`config.mk`:
```
export PLATFORM = sky130hd
export DESIGN_NAME = dcps_top
export DESIGN_NICKNAME = d
export VERILOG_FILES = /design/src/hw/dcps_pkg.sv /design/src/hw/dcps_top.sv /design/src/hw/dcps_prescaler.sv /design/src/hw/dcps_pin_cell.sv
export SDC_FILE = /design/constraint.sdc
export NUM_CORES = 1
export LEC_CHECK = 0
export BUFFER_PORTS_ARGS = -buffer_cell sky130_fd_sc_hd__buf_2
export CORE_MARGIN = 2
export CORE_UTILIZATION = 40
export DETAILED_ROUTE_END_ITERATION = 12
export GPL_ROUTABILITY_DRIVEN = 0
export PLACE_DENSITY = 0.72
export REMOVE_ABC_BUFFERS = 1
export SLEW_MARGIN = 20
export SYNTH_ARGS = -nofsm -noshare
export SYNTH_HDL_FRONTEND = slang
export SYNTH_HIERARCHICAL = 1
export SYNTH_SLANG_ARGS = --single-unit
```
`constraint.sdc`:
```
create_clock -name pclk -period 1.7 [get_ports pclk]
set_input_delay 0.255 -clock pclk [delete_from_list [all_inputs] [get_ports pclk]]
set_output_delay 0.255 -clock pclk [all_outputs]
set_load 0.01 [all_outputs]
```
`src/hw/dcps_pkg.sv`:
```
// Constants for the display clock and segment pin select block.
// Assumes a 250 MHz APB clock and 8-bit registers in the low byte of each word.
package dcps_pkg;

  // ******************************
  // Register indices and addresses
  // ******************************
  localparam logic [7:0]  IDX_DISP_CTRL  = 8'hb1;
  localparam logic [7:0]  IDX_CLK_MODE   = 8'hb2;
  localparam logic [7:0]  IDX_SEG_PIN    = 8'hb3;
  localparam logic [7:0]  IDX_STATUS     = 8'hb4;
  localparam int          ADDR_W         = 12;
  localparam logic [11:0] ADDR_DISP_CTRL = {2'h0, IDX_DISP_CTRL, 2'h0};
  localparam logic [11:0] ADDR_CLK_MODE  = {2'h0, IDX_CLK_MODE, 2'h0};
  localparam logic [11:0] ADDR_SEG_PIN   = {2'h0, IDX_SEG_PIN, 2'h0};
  localparam logic [11:0] ADDR_STATUS    = {2'h0, IDX_STATUS, 2'h0};

  // ******************************
  // Field positions, masks, resets
  // ******************************
  localparam int         ON_BIT       = 7;
  localparam int         CKS_BIT      = 7;
  localparam int         PSC_HI       = 6;
  localparam int         PSC_LO       = 5;
  localparam int         LED_BIT      = 4;
  localparam int         POL_BIT      = 3;
  localparam int         DTE_BIT      = 2;
  localparam int         CONFLICT_BIT = 0;
  localparam int         DCLK_BIT     = 1;
  localparam int         DEAD_BIT     = 2;
  localparam logic [7:0] DISP_CTRL_WMASK = 8'h80;
  localparam logic [7:0] CLK_MODE_WMASK  = 8'hfc;
  localparam logic [7:0] DISP_CTRL_RST   = 8'h00;
  localparam logic [7:0] CLK_MODE_RST    = 8'h00;
  localparam logic [7:0] SEG_PIN_RST     = 8'h00;

  // ******************************
  // Pins
  // ******************************
  localparam int SEG_LO   = 4;
  localparam int SEG_HI   = 17;
  localparam int COM_N    = 4;
  localparam int PSC_CNTW = 8;

  // ******************************
  // Timing
  // ******************************
  localparam int         CLK_PERIOD_NS = 4;
  localparam int         DEAD_TIME_NS  = 500;
  localparam int         DEAD_CYCLES   = (DEAD_TIME_NS + CLK_PERIOD_NS - 1) / CLK_PERIOD_NS;
  localparam logic [6:0] DEAD_CNT      = 7'(DEAD_CYCLES);

  typedef enum logic {
    CM_RUN  = 1'b0,
    CM_DEAD = 1'b1
  } dcps_com_state_t;

endpackage

```
`src/hw/dcps_top.sv`:
```
// Display clock, mode and segment pin select, with an APB register slave.
// Assumes waveform generation and display RAM sit outside; oscillator
// levels and touch status arrive synchronous to pclk.
//
// How it works
// RULE1 - Clock source bit clear picks slow RC, set picks slow crystal.
// RULE2 - Prescaler code 00,01,10,11 divides by 256,128,64,32.
// RULE3 - Enable bit 0 hands segments 7..4 together to the display.
// RULE4 - Enable bit 1 hands segments 11..8 together to the display.
// RULE5 - Enable bits 2..7 each hand one pin, segments 12..17, over.
// RULE6 - Segment 9 shares the touch pin; avoid enabling it while sensing.
// RULE7 - LED select clear keeps LCD mode, set switches driver to LED mode.
// RULE8 - Polarity clear gives active-low high-sink commons, set active high.
// RULE9 - Dead time in LED mode blanks commons briefly before each change.
// RULE10 - Display enable clear turns the driver off, set turns it on.
//
// The implementer's own choice: the APB slave port.
`timescale 1ns/10ps
`default_nettype none
module dcps_top
  import dcps_pkg::*;
(
  // Clock and reset
  input  wire logic               pclk,
  input  wire logic               presetn,
  // APB slave
  input  wire logic               psel,
  input  wire logic               penable,
  input  wire logic               pwrite,
  input  wire logic [ADDR_W-1:0]  paddr,
  input  wire logic [31:0]        pwdata,
  output logic [31:0]             prdata,
  output logic                    pready,
  output logic                    pslverr,
  // Oscillators
  input  wire logic               rc_clk_in,
  input  wire logic               xt_clk_in,
  // Display clock
  output logic                    display_clk,
  output logic                    display_tick,
  // Segment pins
  input  wire logic [SEG_HI:SEG_LO] seg_data,
  input  wire logic [SEG_HI:SEG_LO] gpio_out,
  input  wire logic [SEG_HI:SEG_LO] gpio_oe_n,
  output logic [SEG_HI:SEG_LO]      seg_pad_o,
  output logic [SEG_HI:SEG_LO]      seg_pad_oe_n,
  // Common pins
  input  wire logic [COM_N-1:0]   com_select,
  output logic [COM_N-1:0]        com_out,
  output logic                    com_high_sink,
  // Mode and touch sharing
  output logic                    led_mode,
  output logic                    driver_on,
  input  wire logic               touch_sense_active,
  output logic                    touch_conflict
);

  localparam int DEAD_MAX = 130;

  // ******************************
  // Register state
  // ******************************
  logic [7:0]      disp_ctrl_r, disp_ctrl_nxt;
  logic [7:0]      clk_mode_r, clk_mode_nxt;
  logic [7:0]      seg_pin_r, seg_pin_nxt;
  logic [31:0]     rdata_r, rdata_nxt;
  logic            conflict_r, conflict_nxt;
  logic            sink_r, sink_nxt;
  dcps_com_state_t st_r, st_nxt;
  logic [6:0]      dcnt_r, dcnt_nxt;
  logic [COM_N-1:0] prev_r, prev_nxt;
  logic [COM_N-1:0] com_r, com_nxt;

  logic       on, led, pol, dte;
  logic [7:0] status;
  logic       hit, wr_en, setup;
  logic [7:0] sel_data;
  logic       inact;

  assign on  = disp_ctrl_r[ON_BIT];
  assign led = clk_mode_r[LED_BIT];
  assign pol = clk_mode_r[POL_BIT];
  assign dte = clk_mode_r[DTE_BIT];

  // ******************************
  // APB slave
  // ******************************
  always_comb begin
    hit = (paddr == ADDR_DISP_CTRL) || (paddr == ADDR_CLK_MODE) ||
          (paddr == ADDR_SEG_PIN) || (paddr == ADDR_STATUS);
  end

  assign setup   = psel & ~penable;
  assign wr_en   = psel & penable & pwrite & hit;
  // Zero wait: read data is taken in setup, writes never stall
  assign pready  = 1'b1;
  assign pslverr = psel & penable & ~hit;

  always_comb begin
    status                = 8'h00;
    status[CONFLICT_BIT]  = conflict_r;
    status[DCLK_BIT]      = display_clk;
    status[DEAD_BIT]      = (st_r == CM_DEAD);
    case (paddr)
      ADDR_DISP_CTRL: sel_data = disp_ctrl_r;
      ADDR_CLK_MODE:  sel_data = clk_mode_r;
      ADDR_SEG_PIN:   sel_data = seg_pin_r;
      ADDR_STATUS:    sel_data = status;
      default:        sel_data = 8'h00;
    endcase
    // Read data captured in setup so the access phase needs no wait
    rdata_nxt = setup ? {24'h000000, sel_data} : rdata_r;
    disp_ctrl_nxt = disp_ctrl_r;
    clk_mode_nxt  = clk_mode_r;
    seg_pin_nxt   = seg_pin_r;
    if (wr_en && paddr == ADDR_DISP_CTRL) begin
      disp_ctrl_nxt = pwdata[7:0] & DISP_CTRL_WMASK; // RULE10
    end
    if (wr_en && paddr == ADDR_CLK_MODE) begin
      clk_mode_nxt = pwdata[7:0] & CLK_MODE_WMASK;
    end
    if (wr_en && paddr == ADDR_SEG_PIN) begin
      seg_pin_nxt = pwdata[7:0];
    end
  end

  always_ff @(posedge pclk or negedge presetn) begin
    if (!presetn) begin
      disp_ctrl_r <= DISP_CTRL_RST;
      clk_mode_r  <= CLK_MODE_RST;
      seg_pin_r   <= SEG_PIN_RST;
      rdata_r     <= 32'h00000000;
    end else begin
      disp_ctrl_r <= disp_ctrl_nxt;
      clk_mode_r  <= clk_mode_nxt;
      seg_pin_r   <= seg_pin_nxt;
      rdata_r     <= rdata_nxt;
    end
  end

  assign prdata = rdata_r;

  // ******************************
  // Display clock
  // ******************************
  // Switching source mid-count may add one stray edge; software
  // should change the source while the driver is off.
  dcps_prescaler u_psc (
    .pclk       (pclk),
    .presetn    (presetn),
    .run        (on), // RULE10
    .src_sel    (clk_mode_r[CKS_BIT]),
    .psc_sel    (clk_mode_r[PSC_HI:PSC_LO]),
    .rc_in      (rc_clk_in),
    .xt_in      (xt_clk_in),
    .disp_clk_o (display_clk),
    .tick_o     (display_tick)
  );

  // ******************************
  // Segment pin select
  // ******************************
  for (genvar i = SEG_LO; i <= SEG_HI; i++) begin : g_pin
    localparam int EN_BIT = (i <= 7) ? 0 : (i <= 11) ? 1 : i - 10;
    // Group bits 0 and 1 cover four pins each, the rest one pin
    dcps_pin_cell u_cell ( // RULE3 RULE4 RULE5
      .pclk      (pclk),
      .presetn   (presetn),
      .seg_mode  (seg_pin_r[EN_BIT]),
      .seg_val   (seg_data[i] & on),
      .gpio_val  (gpio_out[i]),
      .gpio_oe_n (gpio_oe_n[i]),
      .pad_o     (seg_pad_o[i]),
      .pad_oe_n  (seg_pad_oe_n[i])
    );
  end

  // ******************************
  // Touch sharing and polarity
  // ******************************
  always_comb begin
    // Flag only; the hardware cannot stop software taking the pin
    conflict_nxt = seg_pin_r[1] & touch_sense_active; // RULE6
    sink_nxt     = led & ~pol; // RULE8
  end

  always_ff @(posedge pclk or negedge presetn) begin
    if (!presetn) begin
      conflict_r <= 1'b0;
      sink_r     <= 1'b0;
    end else begin
      conflict_r <= conflict_nxt;
      sink_r     <= sink_nxt;
    end
  end

  assign touch_conflict = conflict_r;
  assign com_high_sink  = sink_r;
  assign led_mode       = led; // RULE7
  assign driver_on      = on;

  // ******************************
  // Common outputs and dead time
  // ******************************
  always_comb begin
    st_nxt   = st_r;
    dcnt_nxt = dcnt_r;
    prev_nxt = com_select;
    inact    = led & ~pol;
    // A select change inside the dead time does not restart it
    case (st_r)
      CM_RUN: begin
        if (on && led && dte && com_select != prev_r) begin
          st_nxt   = CM_DEAD; // RULE9
          dcnt_nxt = DEAD_CNT;
        end
      end
      CM_DEAD: begin
        if (!(on && led && dte) || dcnt_r == 7'h01) begin
          st_nxt = CM_RUN;
        end else begin
          dcnt_nxt = dcnt_r - 7'h01;
        end
      end
      default: st_nxt = CM_RUN;
    endcase
    if (!on || st_nxt == CM_DEAD) begin
      com_nxt = {COM_N{inact}}; // RULE10
    end else if (led) begin
      com_nxt = pol ? com_select : ~com_select; // RULE8
    end else begin
      com_nxt = com_select; // RULE7
    end
  end

  always_ff @(posedge pclk or negedge presetn) begin
    if (!presetn) begin
      st_r   <= CM_RUN;
      dcnt_r <= 7'h00;
      prev_r <= '0;
      com_r  <= '0;
    end else begin
      st_r   <= st_nxt;
      dcnt_r <= dcnt_nxt;
      prev_r <= prev_nxt;
      com_r  <= com_nxt;
    end
  end

  assign com_out = com_r;

  // ******************************
  // Checks
  // ******************************
  // Pads and commons are registered, so checks look one cycle on
  AST_GRP_LOW: assert property (@(posedge pclk) disable iff (!presetn) // RULE3
    seg_pin_r[0] |=> seg_pad_oe_n[7:4] == 4'h0)
    else $error("low group not given to display");
  AST_PAD_VAL: assert property (@(posedge pclk) disable iff (!presetn) // RULE3
    seg_pin_r[0] |=> seg_pad_o[7:4] == $past(seg_data[7:4] & {4{on}}))
    else $error("low group pad value wrong");
  AST_GRP_MID: assert property (@(posedge pclk) disable iff (!presetn) // RULE4
    !seg_pin_r[1] |=> seg_pad_oe_n[11:8] == $past(gpio_oe_n[11:8]))
    else $error("mid group not left as io");
  AST_GRP_MID_ON: assert property (@(posedge pclk) disable iff (!presetn) // RULE4
    seg_pin_r[1] |=> seg_pad_oe_n[11:8] == 4'h0)
    else $error("mid group not given to display");
  AST_SINGLE: assert property (@(posedge pclk) disable iff (!presetn) // RULE5
    (seg_pin_r[2] && !seg_pin_r[7]) |=>
      (!seg_pad_oe_n[12] && seg_pad_oe_n[17] == $past(gpio_oe_n[17])))
    else $error("single pin enable wrong");
  AST_TOUCH: assert property (@(posedge pclk) disable iff (!presetn) // RULE6
    (seg_pin_r[1] && touch_sense_active) |=> touch_conflict)
    else $error("touch conflict not flagged");
  AST_TOUCH_CLR: assert property (@(posedge pclk) disable iff (!presetn) // RULE6
    !(seg_pin_r[1] && touch_sense_active) |=> !touch_conflict)
    else $error("touch conflict flagged without cause");
  AST_LCD_SINK: assert property (@(posedge pclk) disable iff (!presetn) // RULE7
    !led |=> !com_high_sink)
    else $error("high sink in lcd mode");
  AST_LCD_COM: assert property (@(posedge pclk) disable iff (!presetn) // RULE7
    (on && !led) |=> com_out == $past(com_select))
    else $error("lcd commons wrong");
  AST_POL: assert property (@(posedge pclk) disable iff (!presetn) // RULE8
    (on && led && pol && st_r == CM_RUN && !dte) |=> com_out == $past(com_select))
    else $error("active high commons wrong");
  AST_LED_ACT_LOW: assert property (@(posedge pclk) disable iff (!presetn) // RULE8
    (on && led && !pol && !dte) |=> com_out == ~$past(com_select))
    else $error("active low commons wrong");
  AST_LED_SINK: assert property (@(posedge pclk) disable iff (!presetn) // RULE8
    (led && !pol) |=> com_high_sink)
    else $error("high sink missing in active low led mode");
  // Polarity of the cycle that blanked; a write may change it meanwhile
  AST_DEAD_BLANK: assert property (@(posedge pclk) disable iff (!presetn) // RULE9
    (st_r == CM_DEAD) |-> com_out == {COM_N{~$past(pol)}})
    else $error("commons not blanked in dead time");
  AST_DEAD_LEN: assert property (@(posedge pclk) disable iff (!presetn) // RULE9
    $rose(st_r == CM_DEAD) |-> ##[1:DEAD_MAX] (st_r == CM_RUN))
    else $error("dead time too long");
  AST_OFF: assert property (@(posedge pclk) disable iff (!presetn) // RULE10
    !on |=> (!display_clk && com_out == {COM_N{$past(inact)}}))
    else $error("driver not off");
  COV_DEAD: cover property (@(posedge pclk) disable iff (!presetn) $rose(st_r == CM_DEAD));
  COV_LOW: cover property (@(posedge pclk) disable iff (!presetn) seg_pin_r[0] && on);
  COV_TOUCH: cover property (@(posedge pclk) disable iff (!presetn) touch_conflict);
  COV_LED_INV: cover property (@(posedge pclk) disable iff (!presetn) on && led && !pol);

endmodule
`default_nettype wire

```
`src/hw/dcps_prescaler.sv`:
```
// Clock source select and prescaler for the display clock.
// Assumes both slow oscillator levels are synchronous to pclk.
`timescale 1ns/10ps
`default_nettype none
module dcps_prescaler
  import dcps_pkg::*;
(
  // Clock and reset
  input  wire logic       pclk,
  input  wire logic       presetn,
  // Control
  input  wire logic       run,
  input  wire logic       src_sel,
  input  wire logic [1:0] psc_sel,
  // Oscillator levels
  input  wire logic       rc_in,
  input  wire logic       xt_in,
  // Divided clock
  output logic            disp_clk_o,
  output logic            tick_o
);

  logic                prev_r, prev_nxt;
  logic [PSC_CNTW-1:0] cnt_r, cnt_nxt;
  logic                out_r, out_nxt;
  logic                tick_r, tick_nxt;
  logic                src_lvl;

  always_comb begin
    src_lvl  = src_sel ? xt_in : rc_in; // RULE1
    prev_nxt = src_lvl;
    cnt_nxt  = cnt_r;
    if (!run) begin
      cnt_nxt = '0;
    end else if (src_lvl && !prev_r) begin
      cnt_nxt = cnt_r + 8'h01;
    end
    // Counter bit 7 halves 256 edges; each higher code takes one bit less
    out_nxt  = run & cnt_nxt[3'd7 - {1'b0, psc_sel}]; // RULE2
    tick_nxt = out_nxt & ~out_r;
  end

  always_ff @(posedge pclk or negedge presetn) begin
    if (!presetn) begin
      prev_r <= 1'b0;
      cnt_r  <= '0;
      out_r  <= 1'b0;
      tick_r <= 1'b0;
    end else begin
      prev_r <= prev_nxt;
      cnt_r  <= cnt_nxt;
      out_r  <= out_nxt;
      tick_r <= tick_nxt;
    end
  end

  assign disp_clk_o = out_r;
  assign tick_o     = tick_r;

  AST_SRC_XT_ONLY: assert property (@(posedge pclk) disable iff (!presetn) // RULE1
    (run && src_sel && $past(src_sel) && !xt_in) |-> ##1 cnt_r == $past(cnt_r))
    else $error("crystal source ignored");
  AST_SRC_RC_ONLY: assert property (@(posedge pclk) disable iff (!presetn) // RULE1
    (run && !src_sel && !$past(src_sel) && !rc_in) |-> ##1 cnt_r == $past(cnt_r))
    else $error("rc source ignored");
  // A rise of the divided clock lands where all bits below the tap are zero
  AST_PSC_TAP: assert property (@(posedge pclk) disable iff (!presetn) // RULE2
    (run && $stable(psc_sel) && $past(psc_sel, 2) == psc_sel && $rose(out_r)) |->
      (cnt_r & ((8'h80 >> psc_sel) - 8'h01)) == 8'h00)
    else $error("prescaler tap wrong");

endmodule
`default_nettype wire

```
`src/hw/dcps_pin_cell.sv`:
```
// One shared port pin: general I/O or display segment drive.
// Assumes the pad resolves its level from the active-low enable.
`timescale 1ns/10ps
`default_nettype none
module dcps_pin_cell (
  // Clock and reset
  input  wire logic pclk,
  input  wire logic presetn,
  // Selection
  input  wire logic seg_mode,
  // Sources
  input  wire logic seg_val,
  input  wire logic gpio_val,
  input  wire logic gpio_oe_n,
  // Pad
  output logic      pad_o,
  output logic      pad_oe_n
);

  logic o_r, o_nxt;
  logic oe_n_r, oe_n_nxt;

  always_comb begin
    o_nxt    = seg_mode ? seg_val : gpio_val;
    oe_n_nxt = seg_mode ? 1'b0 : gpio_oe_n;
  end

  always_ff @(posedge pclk or negedge presetn) begin
    if (!presetn) begin
      o_r    <= 1'b0;
      oe_n_r <= 1'b1;
    end else begin
      o_r    <= o_nxt;
      oe_n_r <= oe_n_nxt;
    end
  end

  assign pad_o    = o_r;
  assign pad_oe_n = oe_n_r;

endmodule
`default_nettype wire

```
# Word-level counts from Yosys, hierarchy flattened
# Index checks and enable logic that the tools add are counted.
# totals
ff_bits	80
inputBits	98
out_inout_bits	72
word_cells	142
# classes
addsub	3
n_lt_le_gt_ge	1
eq_ne	8
mux	43
bitwise_logic	29
reduce_logical	16
# ops
op	count
equality test 12 x 10 -> 1 bit, second input constant	4
two-way mux 1 bit	32
one-hot mux 8 bit (4 select lines)	1
bitwise AND 1 bit	23
two-way mux 8 bit	2
two-way mux 7 bit	2
one-hot mux 7 bit (2 select lines)	1
two-way mux 4 bit	3
adder 8 x 1 -> 8 bit, second input constant	1
equality test 7 x 1 -> 1 bit, second input constant	1
logical AND 1 bit	7
subtractor 7 x 1 -> 7 bit, second input constant	1
logical OR 1 bit	5
NOT 1 bit	5
less-than comparator 3 x 4 -> 1 bit, second input constant	1
inequality test 2 bit, second input constant	2
inequality test 4 bit	1
NOT 4 bit	1
binary-select mux 1 bit (select 3 bit)	1
logical NOT 1 bit	3
subtractor 3 x 2 -> 3 bit, first input constant	1
one-hot mux 1 bit (2 select lines)	1
AND reduction 2 bit	1

# Depth between registers and ports, before layout
# Gate-level depths: netlist of run 1.
# logic_depth
ltp_word	8
mapped_depth	7
ltp_nobuf	7

# By module
# Netlist of run 1, hierarchy kept.
# modules_own_cells
module	instances	cells_each	area_each_um2	seq_area_each_um2
dcps_top	1	209	2199.6	1026.0
dcps_pin_cell	14	4	75.1	51.3
dcps_prescaler	1	54	591.8	275.3

# Worst setup path before layout of run 1
# No wires, ideal clock.
# synth_timing
kind	input -> register
startpoint	input port paddr[10]
endpoint	register disp_ctrl_r[7]
setup_ps	125
arrival_ps	1557
required_ps	1575
path_slack_ps	18
path_stages	5
path_buffers	0
cell_sequence	nor4_1 > nand4b_1 > or2_2 > and4bb_2 > mux2_2
# synth_via
elab_chain_cells	6
elab_cells_between_ends	9
classes_between	eq/ne (4); bitwise (1); reduce/logical (4)
# synth_rtl
item	line	rtl
start, declared	dcps_top.sv:30	input wire logic [ADDR_W-1:0] paddr,
equality test 12 x 10 -> 1 bit, on equally long branches	dcps_top.sv:89, dcps_top.sv:116	
logical OR 1 bit (2 in series)	dcps_top.sv:89	hit = (paddr == ADDR_DISP_CTRL) || (paddr == ADDR_CLK_MODE) ||
logical OR 1 bit	dcps_top.sv:90	(paddr == ADDR_SEG_PIN) || (paddr == ADDR_STATUS);
bitwise AND 1 bit	dcps_top.sv:94	assign wr_en = psel & penable & pwrite & hit;
logical AND 1 bit *	dcps_top.sv:116	if (wr_en && paddr == ADDR_DISP_CTRL) begin
end signal, assigned	dcps_top.sv:134	disp_ctrl_r <= disp_ctrl_nxt;
end, declared	dcps_top.sv:63	logic [7:0] disp_ctrl_r, disp_ctrl_nxt;
# Mark *: on every way between the ends. The rest lies on a longest branch, timed or not.
# A chain may end at the register's enable or synchronous reset.

# Worst setup path after layout of run 1
# layout_timing
startpoint	register dcnt_r[0]
endpoint	register dcnt_r[4]
# layout_via
elab_chain_cells	4
elab_cells_between_ends	7
classes_between	add/sub (1); eq/ne (2); mux (2); reduce/logical (2)
# layout_rtl
item	line	rtl
start, declared	dcps_top.sv:70	logic [6:0] dcnt_r, dcnt_nxt;
start signal, assigned	dcps_top.sv:244	dcnt_r <= dcnt_nxt;
branches (longest 4 deep; another with subtractor 7 x 1 -> 7 bit)	-	
# Parallel ways; which one is timed is not known. The select of a mux whose other input is x is not followed.

==> results of run 1 <==
flip-flops by register name, summed over array words and instances (netlist names), 4 cells and up:
| name | cells |
|---|---|
| u_psc/cnt_r | 8 |
| dcnt_r | 7 |
| clk_mode_r | 6 |
| com_out | 4 |
| prev_r | 4 |
| g_pin.u_cell/pad_o | 14 |
| prdata | 8 |
| seg_pin_r | 8 |
| g_pin.u_cell/pad_oe_n | 14 |
report_power, final:
part	internal, W	switching [W]
Clock	0.000756	0.000650
Combinational	0.000155	0.000174
Sequential	0.00195	0.0000116
critical path, cell delays in order, from the launching register on:
cell and delay [ns]:
dfrtp_1 0.42, inv_2 0.09, ha_4 0.13, or3b_4 0.37, a211oi_2 0.20, o21ai_1 0.10
xor2_1 0.16, nand2_1 0.06
Yosys cell counts (all sizes together) (2+ instances only):
cell type / n / area share
a21oi: 5 / 0.0065
ha: 3 / 0.0098
inv: 6 / 0.0059
and3: 3 / 0.0049
nor3b: 3 / 0.0085
nor4: 3 / 0.0065
mux2i: 6 / 0.017
nor4b: 2 / 0.0078
or2: 2 / 0.0033
and2: 22 / 0.036
buf: 27 / 0.052
nand3: 8 / 0.012
mux2: 30 / 0.10
a22oi: 2 / 0.0039
nor2b: 2 / 0.0033
and3b: 2 / 0.0046
dfstp: 14 / 0.096
and2b: 14 / 0.032
o31ai: 4 / 0.0078
dfrtp: 66 / 0.43
xor2: 8 / 0.018
o2111ai: 2 / 0.0046
clkbuf: 4 / 0.0039
conb: 2 / 0.0020
nand4: 3 / 0.0049
nand2b: 3 / 0.0049
nand3b: 6 / 0.013
nor3: 2 / 0.0026
xnor2: 11 / 0.025
nand4b: 2 / 0.0046
nand2: 21 / 0.021
nor2: 8 / 0.0078
o21ai: 10 / 0.013
final cells by class:
type	instances	area, um^2
Clock inverter	3	40.0
Inverter	7	26.3
Multi-Input combinational cell	224	1780
Fill cell	845	4280
Tap cell	129	161
Clock buffer	13	159
Sequential cell	80	2020
Timing Repair Buffer	145	812
per-layer routing:
layer | track usage | wire, um | vias up | part of all wire
met5 | 0 | 0 | - | 0
met4 | 0.0544 | 55 | 0 | 0.0064
met3 | 0.0363 | 551 | 4 | 0.064
met2 | 0.264 | 4300 | 104 | 0.50
met1 | 0.220 | 3750 | 1397 | 0.43
li1 | - | - | 1338 | -
through the flow:
stage	instance area, um^2	cells	worst slack [ns]	setup TNS, ns	hold WS (ns)
after CTS	4830	593	0.00678	0	0.0437
after global placement	4600	575	-0.222	-2.52	0.227
after floorplan	3710	311	0.0181	0	-0.0406
after detailed placement	4600	575	-0.245	-3.29	0.236
final	5000	601	0.0592	0	0.0601
after global routing	5000	601	-0.0521	-0.120	0.0394
kinds of logic (layout without fill, tap and decap cells):
group / Yosys count / in the layout
AO/OA/AOI/OAI: 33 / 33
XOR/XNOR: 19 / 19
adder cells (fa/ha/maj): 3 / 3
buffers and inverters: 38 / 168
flip-flops: 80 / 80
multiplexers: 36 / 36
other: 2 / 25
AND/OR/NAND/NOR: 108 / 108
worst max path at each step:
stage                     depth (start not counted)  slack [ns]           start        endpoint
after detailed placement                          6       -0.25       paddr[10]    seg_pin_r[5]
after CTS                                         6       0.007       paddr[10]         pslverr
after global routing                              5       -0.05  u_psc/cnt_r[0]    u_psc/tick_o
final                                             7        0.06       dcnt_r[0]       dcnt_r[4]
after floorplan                                   5        0.02       paddr[10]  disp_ctrl_r[7]
after global placement                            6       -0.22       paddr[10]  disp_ctrl_r[7]
timing repair:
| item | 4_1_cts | 5_1_grt |
|---|---|---|
| endpoints found under the setup margin | 3 | 13 |
| pin swaps | 0 | 11 |
| endpoints found under the hold margin | 22 | 0 |
| hold buffers | 1 | 0 |
| gates resized for setup | 4 | 25 |
| gates cloned | 0 | 0 |
| buffers inserted | 1 | 8 |
==> impl.org, run 1 <==
** Power and ir drop
- The design draws 0.00370 W.
- IR analysis of the VDD net gives a maximum drop of 0.453 mV.
- Leakage power of the design :: 2.51 nW
- Power per standard cell area :: 740 mW/mm^2

** Global route
- Total track usage :: 0.164
- Total congestion overflow after global routing :: 0
- The number of global-route vias before repair was 2727.
- The first global-routing pass estimated 13100 um of wire.
- Entering global routing, the biggest net connects 35 pins.
- Antenna violations before repair :: 0

** Yosys
- In the synthesized netlist the async set-or-reset flop fraction comes to 1.00.
- Of the post-synthesis cell area, the part taken by muxes is 0.118.
- Among all flip-flop cells after synthesis, the most frequent one is dfrtp_1.
- Dividing the synthesized area by the synthesized cell count gives 12.0 um^2.
- Synth Register Bits :: 80
- Of the total synthesized cell area, the portion taken by full adders, half adders and majority gates is 0.00977.
- Counting flops with a built-in enable in the synthesized netlist gives 0.
- The cell count after synthesis came out at 319.
- For this run, the register share of the synthesized area comes to 0.526.
- Compound-gate portion of the synthesized area :: 0.0570
- By area, the combinational part of the netlist is dominated by simple AND/OR/NAND/NOR gates.
- The synthesized netlist occupies a cell area of 0.00384 mm^2.
- Post-synthesis share of cell area spent on and, or, nand and nor gates :: 0.182
- Unique masters post-synth :: 53
- Xor and xnor area share after synthesis :: 0.0433
- Number of warnings reported in the yosys synthesis log :: 6

** Die
- The die is 102 um tall.
- Starting utilization of the core area :: 0.414
- The total area inside the core boundary comes to 0.00928 mm^2.
- The floorplan has 35 rows.
- The floorplan step defined a die boundary enclosing 0.0104 mm^2.
- Die Width :: 102 um
- Count of boundary I/O pins :: 170

** Clock network
- Clock sink count :: 80
- Clock transition time at the flip-flop clock pins of the worst setup and hold paths :: 0.08 ns
- Clk_lat worst skew :: 0.34 ns
- In this run, CTS created clock tree buffers numbering 9.
- TritonCTS built the clock tree.
- CTS HTree Levels :: 3
- The clock passes through at most 2 buffers.
- The tree is rooted in a clkbuf_8.

** Timing
- The worst path needs 1.64 ns of the cycle, external delays included.
- Final Max Tran Viols :: 0
- Period Utilization, post-route :: 0.965
- Unrepaired setup endpoints after global routing :: true
- Final hold violation count :: 0
- Achievable frequency :: 0.609 GHz
- For the final database, setup skew stands at 0.00905 ns.
- Final setup vio count :: 0

** Final layout
- In the final layout, the share of cells above drive strength 1 is 0.523.
- Post-Route Utilization :: 0.539
- Net count of the finished layout :: 568
- Most frequent standard cell in the layout excluding fill and tap cells :: buf_2
- The number of antenna diodes in the final layout is 0.
- Leading cell types in the layout, fill and taps excluded :: buf_2, dfrtp_1, conb_1
- Compared with the post-synthesis result, the final layout area differs by 30.1%.

** Setup path
- Critical path required time :: 1.93 ns
- Kind of end point of the critical path :: flip-flop
- Worst reg2reg path depth :: 7
- Worst r2r src :: dcnt_r[0]
- Crit Reg-Reg Endpoint :: dcnt_r[4]
- Data arrival at the endpoint of the critical path :: 1.87 ns
- Critical path start-end classification :: reg -> reg
- Of all nets on the critical path, the largest fanout is 4.
- Type of element launching the critical path :: flip-flop
- Slack of the worst reg-to-reg path :: 0.06 ns

** Place
- Port-buffer cells :: 120
- Half-perimeter wire length after placement :: 6370 um

** Route
- Initial detailed-routing violation count :: 79
- The pre-antenna-repair detailed-routing pass consisted of 4 iterations.
- After detailed routing, the number of vias per cell comes to 4.73.
- Via count of the routed design :: 2843
- In this run the remaining antenna-violating nets after routing total 0.
- For this run, design rule violations remaining after detail routing come to 0.
- Wires add up to 8660 um.
- In the final routed layout, each cell accounts on average for 14.4 um.

** Run status
- Run status :: complete, no violations

** Run
- Across the run, the number of max-cap violations was 0.

** Min path
- Hold path depth :: 1
- Sink of the worst hold path :: prev_r[3]
- The path class of the tightest hold or removal check is in -> reg.
- Hold wc startpoint :: com_select[3]
Power figures use the tool's default switching activity.
==> run 2: changes to the inputs <==
--- a/config.mk
+++ b/config.mk
@@ -11,7 +11,6 @@
 export DETAILED_ROUTE_END_ITERATION = 12
 export GPL_ROUTABILITY_DRIVEN = 0
 export PLACE_DENSITY = 0.72
-export REMOVE_ABC_BUFFERS = 1
 export SLEW_MARGIN = 20
 export SYNTH_ARGS = -nofsm -noshare
 export SYNTH_HDL_FRONTEND = slang
==> run 2 against run 1 <==
Compared with the run above: die area unchanged; non-clock buffer count decreased by 3; design area decreased by 0.65%; worst hold slack got worse by 0.0074 ns; register-to-register slack got worse by 0.04 ns; core utilization decreased by 0.35 points; total power increased by 2.9%; clock power increased by 8%; clock skew decreased by 0.0038 ns; fmax decreased by 2.5%; worst setup slack got worse by 0.042 ns; largest cell class unchanged; largest power group unchanged.
==> impl.org, run 2 (synthesis gave the netlist of run 1 again) <==
** Run status
- Run status :: complete, no violations

** Setup path
- The worst setup path is captured at a flip-flop.
- Largest stage delay, worst path :: 0.43 ns (about the same)
- Critical path required time :: 1.93 ns (about the same)
- Number of buffers and inverters on the critical path :: 1 (unchanged)
- Data arrival at the endpoint of the critical path :: 1.91 ns (+0.04 ns)
- Slowest cell on the critical path :: dfrtp_1
- Highest fanout seen on the critical path :: 4 (unchanged)
- Critical path cell sequence :: inv_2, ha_4, or3b_4, a211oi_2, o21ai_1, xor2_1, nand2_1
- In this design, the largest share of critical-path delay is due to simple AND/OR/NAND/NOR gates.
- Critical path start-end classification :: reg -> reg
- Type of element launching the critical path :: flip-flop

** Global route
- The total overflow reported by the global router is 0 (unchanged).
- Pin count of the biggest net entering global routing :: 35 (unchanged)
- Antenna violations before repair :: 0 (unchanged)
- The total routing usage reported by global routing came to 0.164 (+0.000777).
- The global-route wire length before repair was 13200 um (+0.63%).
- The number of global-route vias before repair is 2778 (+1.9%).

** Run
- The number of violations of the max-capacitance limit is 0 (unchanged).

** Power and ir drop
- Worst VDD drop :: 0.556 mV (+23%)
- Power per standard cell area :: 767 mW/mm^2 (+3.6%)
- Leakage power of the design :: 2.49 nW (-0.66%)
- The combinational fraction of design power is 0.084 (-0.005).
- P_int :: 0.00298 W (+3.8%)
- The proportion of power drawn by the clock network came to 0.400 (+0.020).
- The overall power consumption came to 0.00381 W (+2.9%).
- Sequential fraction of design power :: 0.516 (-0.015)
- The switching power as a share of total power came to 0.219 (-0.00672).
- Sw Pwr :: 0.000834 W (-0.15%)

** Final layout
- Leading cell types in the layout, fill and taps excluded :: buf_2, dfrtp_1, conb_1
- Post-route design area :: 0.00497 mm^2 (-0.65%)
- The count of inserted antenna diode cells is 0 (unchanged).
- The utilization after layout is 0.535 (-0.00350).
- Leaving out fill and tap cells, the most frequent cell in the layout is buf_2.
- Post-synthesis to final-layout area growth :: 29.3%
- The share of post-route cells with drive strength above 1 came to 0.505 (-0.0180).
- Non-filler cells in the finished layout :: 598 (-0.50%)
- Net count of the finished layout :: 565 (-0.53%)

** Place
- The estimated wirelength of the detail-placed design was 6410 um (+0.73%).
- Port-buffer cells :: 120 (unchanged)
- Number of cells in the design after placement :: 577 (+0.35%)
- Instance area at placement :: 0.00462 mm^2 (+0.33%)

** Timing
- Worst setup skew after layout :: 0.00522 ns (-0.00384 ns)
- Setup repair after global routing could not meet its margin everywhere.
- Period Utilization, post-route :: 0.990 (+0.0245)
- The highest clock rate is 0.594 GHz (-2.5%).
- Final Hold Slack :: 0.0527 ns (-0.00735 ns)
- The final-report setup violation count came to 0 (unchanged).
- The final period demand of the worst path was 1.68 ns (+0.0416 ns).
- Final Max Tran Viols :: 0 (unchanged)
- Final hold violation count :: 0 (unchanged)

** Clock network
- Maximum number of buffers from clock root to sink :: 2 (unchanged)
- Clock buffer count from CTS :: 9 (unchanged)
- CTS HTree Levels :: 3 (unchanged)
- TritonCTS built the clock tree.
- Clock transition time at the flip-flop clock pins of the worst setup and hold paths :: 0.08 ns (about the same)
- The count of clock tree sinks is 80 (unchanged).
- The insertion delay to the later sink of the worst-skew pair was 0.34 ns (about the same).
- Clk root buf :: clkbuf_8

** Route
- The total detailed-routing wirelength came to 8560 um (-1.2%).
- DRT Pass-1 Iters :: 5 (+1)
- DR DRC count :: 0 (unchanged)
- Vias per inst :: 4.74 (+0.11%)
- The count of vias placed by the detailed router is 2832 (-0.39%).
- Post-route antenna net violation count :: 0 (unchanged)
- The initial DRC count is 149 (+89%).
- Routed wire length per instance :: 14.3 um (-0.66%)

** Min path
- Tightest Hold Check Type :: in -> reg

** Die
- The core area came to 0.00928 mm^2 (unchanged).
- The die boundary width was 102 um (unchanged).
- Total die area :: 0.0104 mm^2 (unchanged)
- The initial cell density of the core came to 0.414 (unchanged).
- Die Y-Extent :: 102 um (unchanged)
- Count of boundary I/O pins :: 170 (unchanged)
- The number of placement rows came to 35 (unchanged).
## run 2: cell count changes in the layout (fill, tap and decap cells not counted), moves of 2 or more
cell	delta
buf_4	-3
o21ai_1	-2
dfrtp_1	+2
dfrtp_2	-2
## run 2: path summary, 6_finish.rpt
check | startpoint | to | slack [ns] | cells past startpoint
setup / recovery | dcnt_r[0] | dcnt_r[4] | 0.02 | 7
hold / removal | com_select[3] | prev_r[3] | 0.05 | 1
setup reg to reg | dcnt_r[0] | dcnt_r[4] | 0.02 | 7
hold reg to reg | prdata[0] | prdata[0] | 0.48 | 2
max in group asynchronous | presetn | g_pin[11].u_cell/pad_oe_n | 0.70 | 3
min in group asynchronous | presetn | prev_r[1] | 0.39 | 2
## run 2: power groups by stage
stage	sequential [W]	clock [W]	combinational, W
after floorplan	0.00202	0	0.000145
after CTS	0.00197	0.00156	0.000316
final	0.00197	0.00152	0.000320
after global routing	0.00197	0.00164	0.000356
after detailed placement	0.00200	0	0.000313
after global placement	0.00200	0	0.000306
## run 2: stage by stage
| step | setup slack, ns | setup TNS [ns] |
|---|---|---|
| 2_1_floorplan | 0.0181 | 0 |
| 3_3_place_gp | -0.199 | -2.20 |
| 3_5_place_dp | -0.256 | -3.66 |
| 4_1_cts | -0.0153 | -0.0153 |
| 5_1_grt | -0.0779 | -0.104 |
| 6_report | 0.0176 | 0 |
## run 2: per-layer routing
metal / vias to the layer above / track usage / wire (um) / share of wire
li1: 1337 / - / - / -
met1: 1388 / 0.197 / 3440 / 0.40
met2: 99 / 0.294 / 4530 / 0.53
met3: 8 / 0.0458 / 518 / 0.061
met4: 0 / 0.0390 / 70 / 0.0082
met5: - / 0 / 0 / 0
## run 2: final cells by class
| class | count | area [um^2] |
|---|---|---|
| Clock buffer | 13 | 149 |
| Clock inverter | 3 | 65.1 |
| Fill cell | 847 | 4320 |
| Inverter | 7 | 26.3 |
| Multi-Input combinational cell | 224 | 1750 |
| Sequential cell | 80 | 2020 |
| Tap cell | 129 | 161 |
| Timing Repair Buffer | 142 | 796 |
## run 2: timing repair
action	in CTS	in global routing
endpoints found under the setup margin	5	23
endpoints found under the hold margin	26	0
pin swaps	0	8
gates resized for setup	3	18
hold buffers	1	0
buffers inserted	1	3
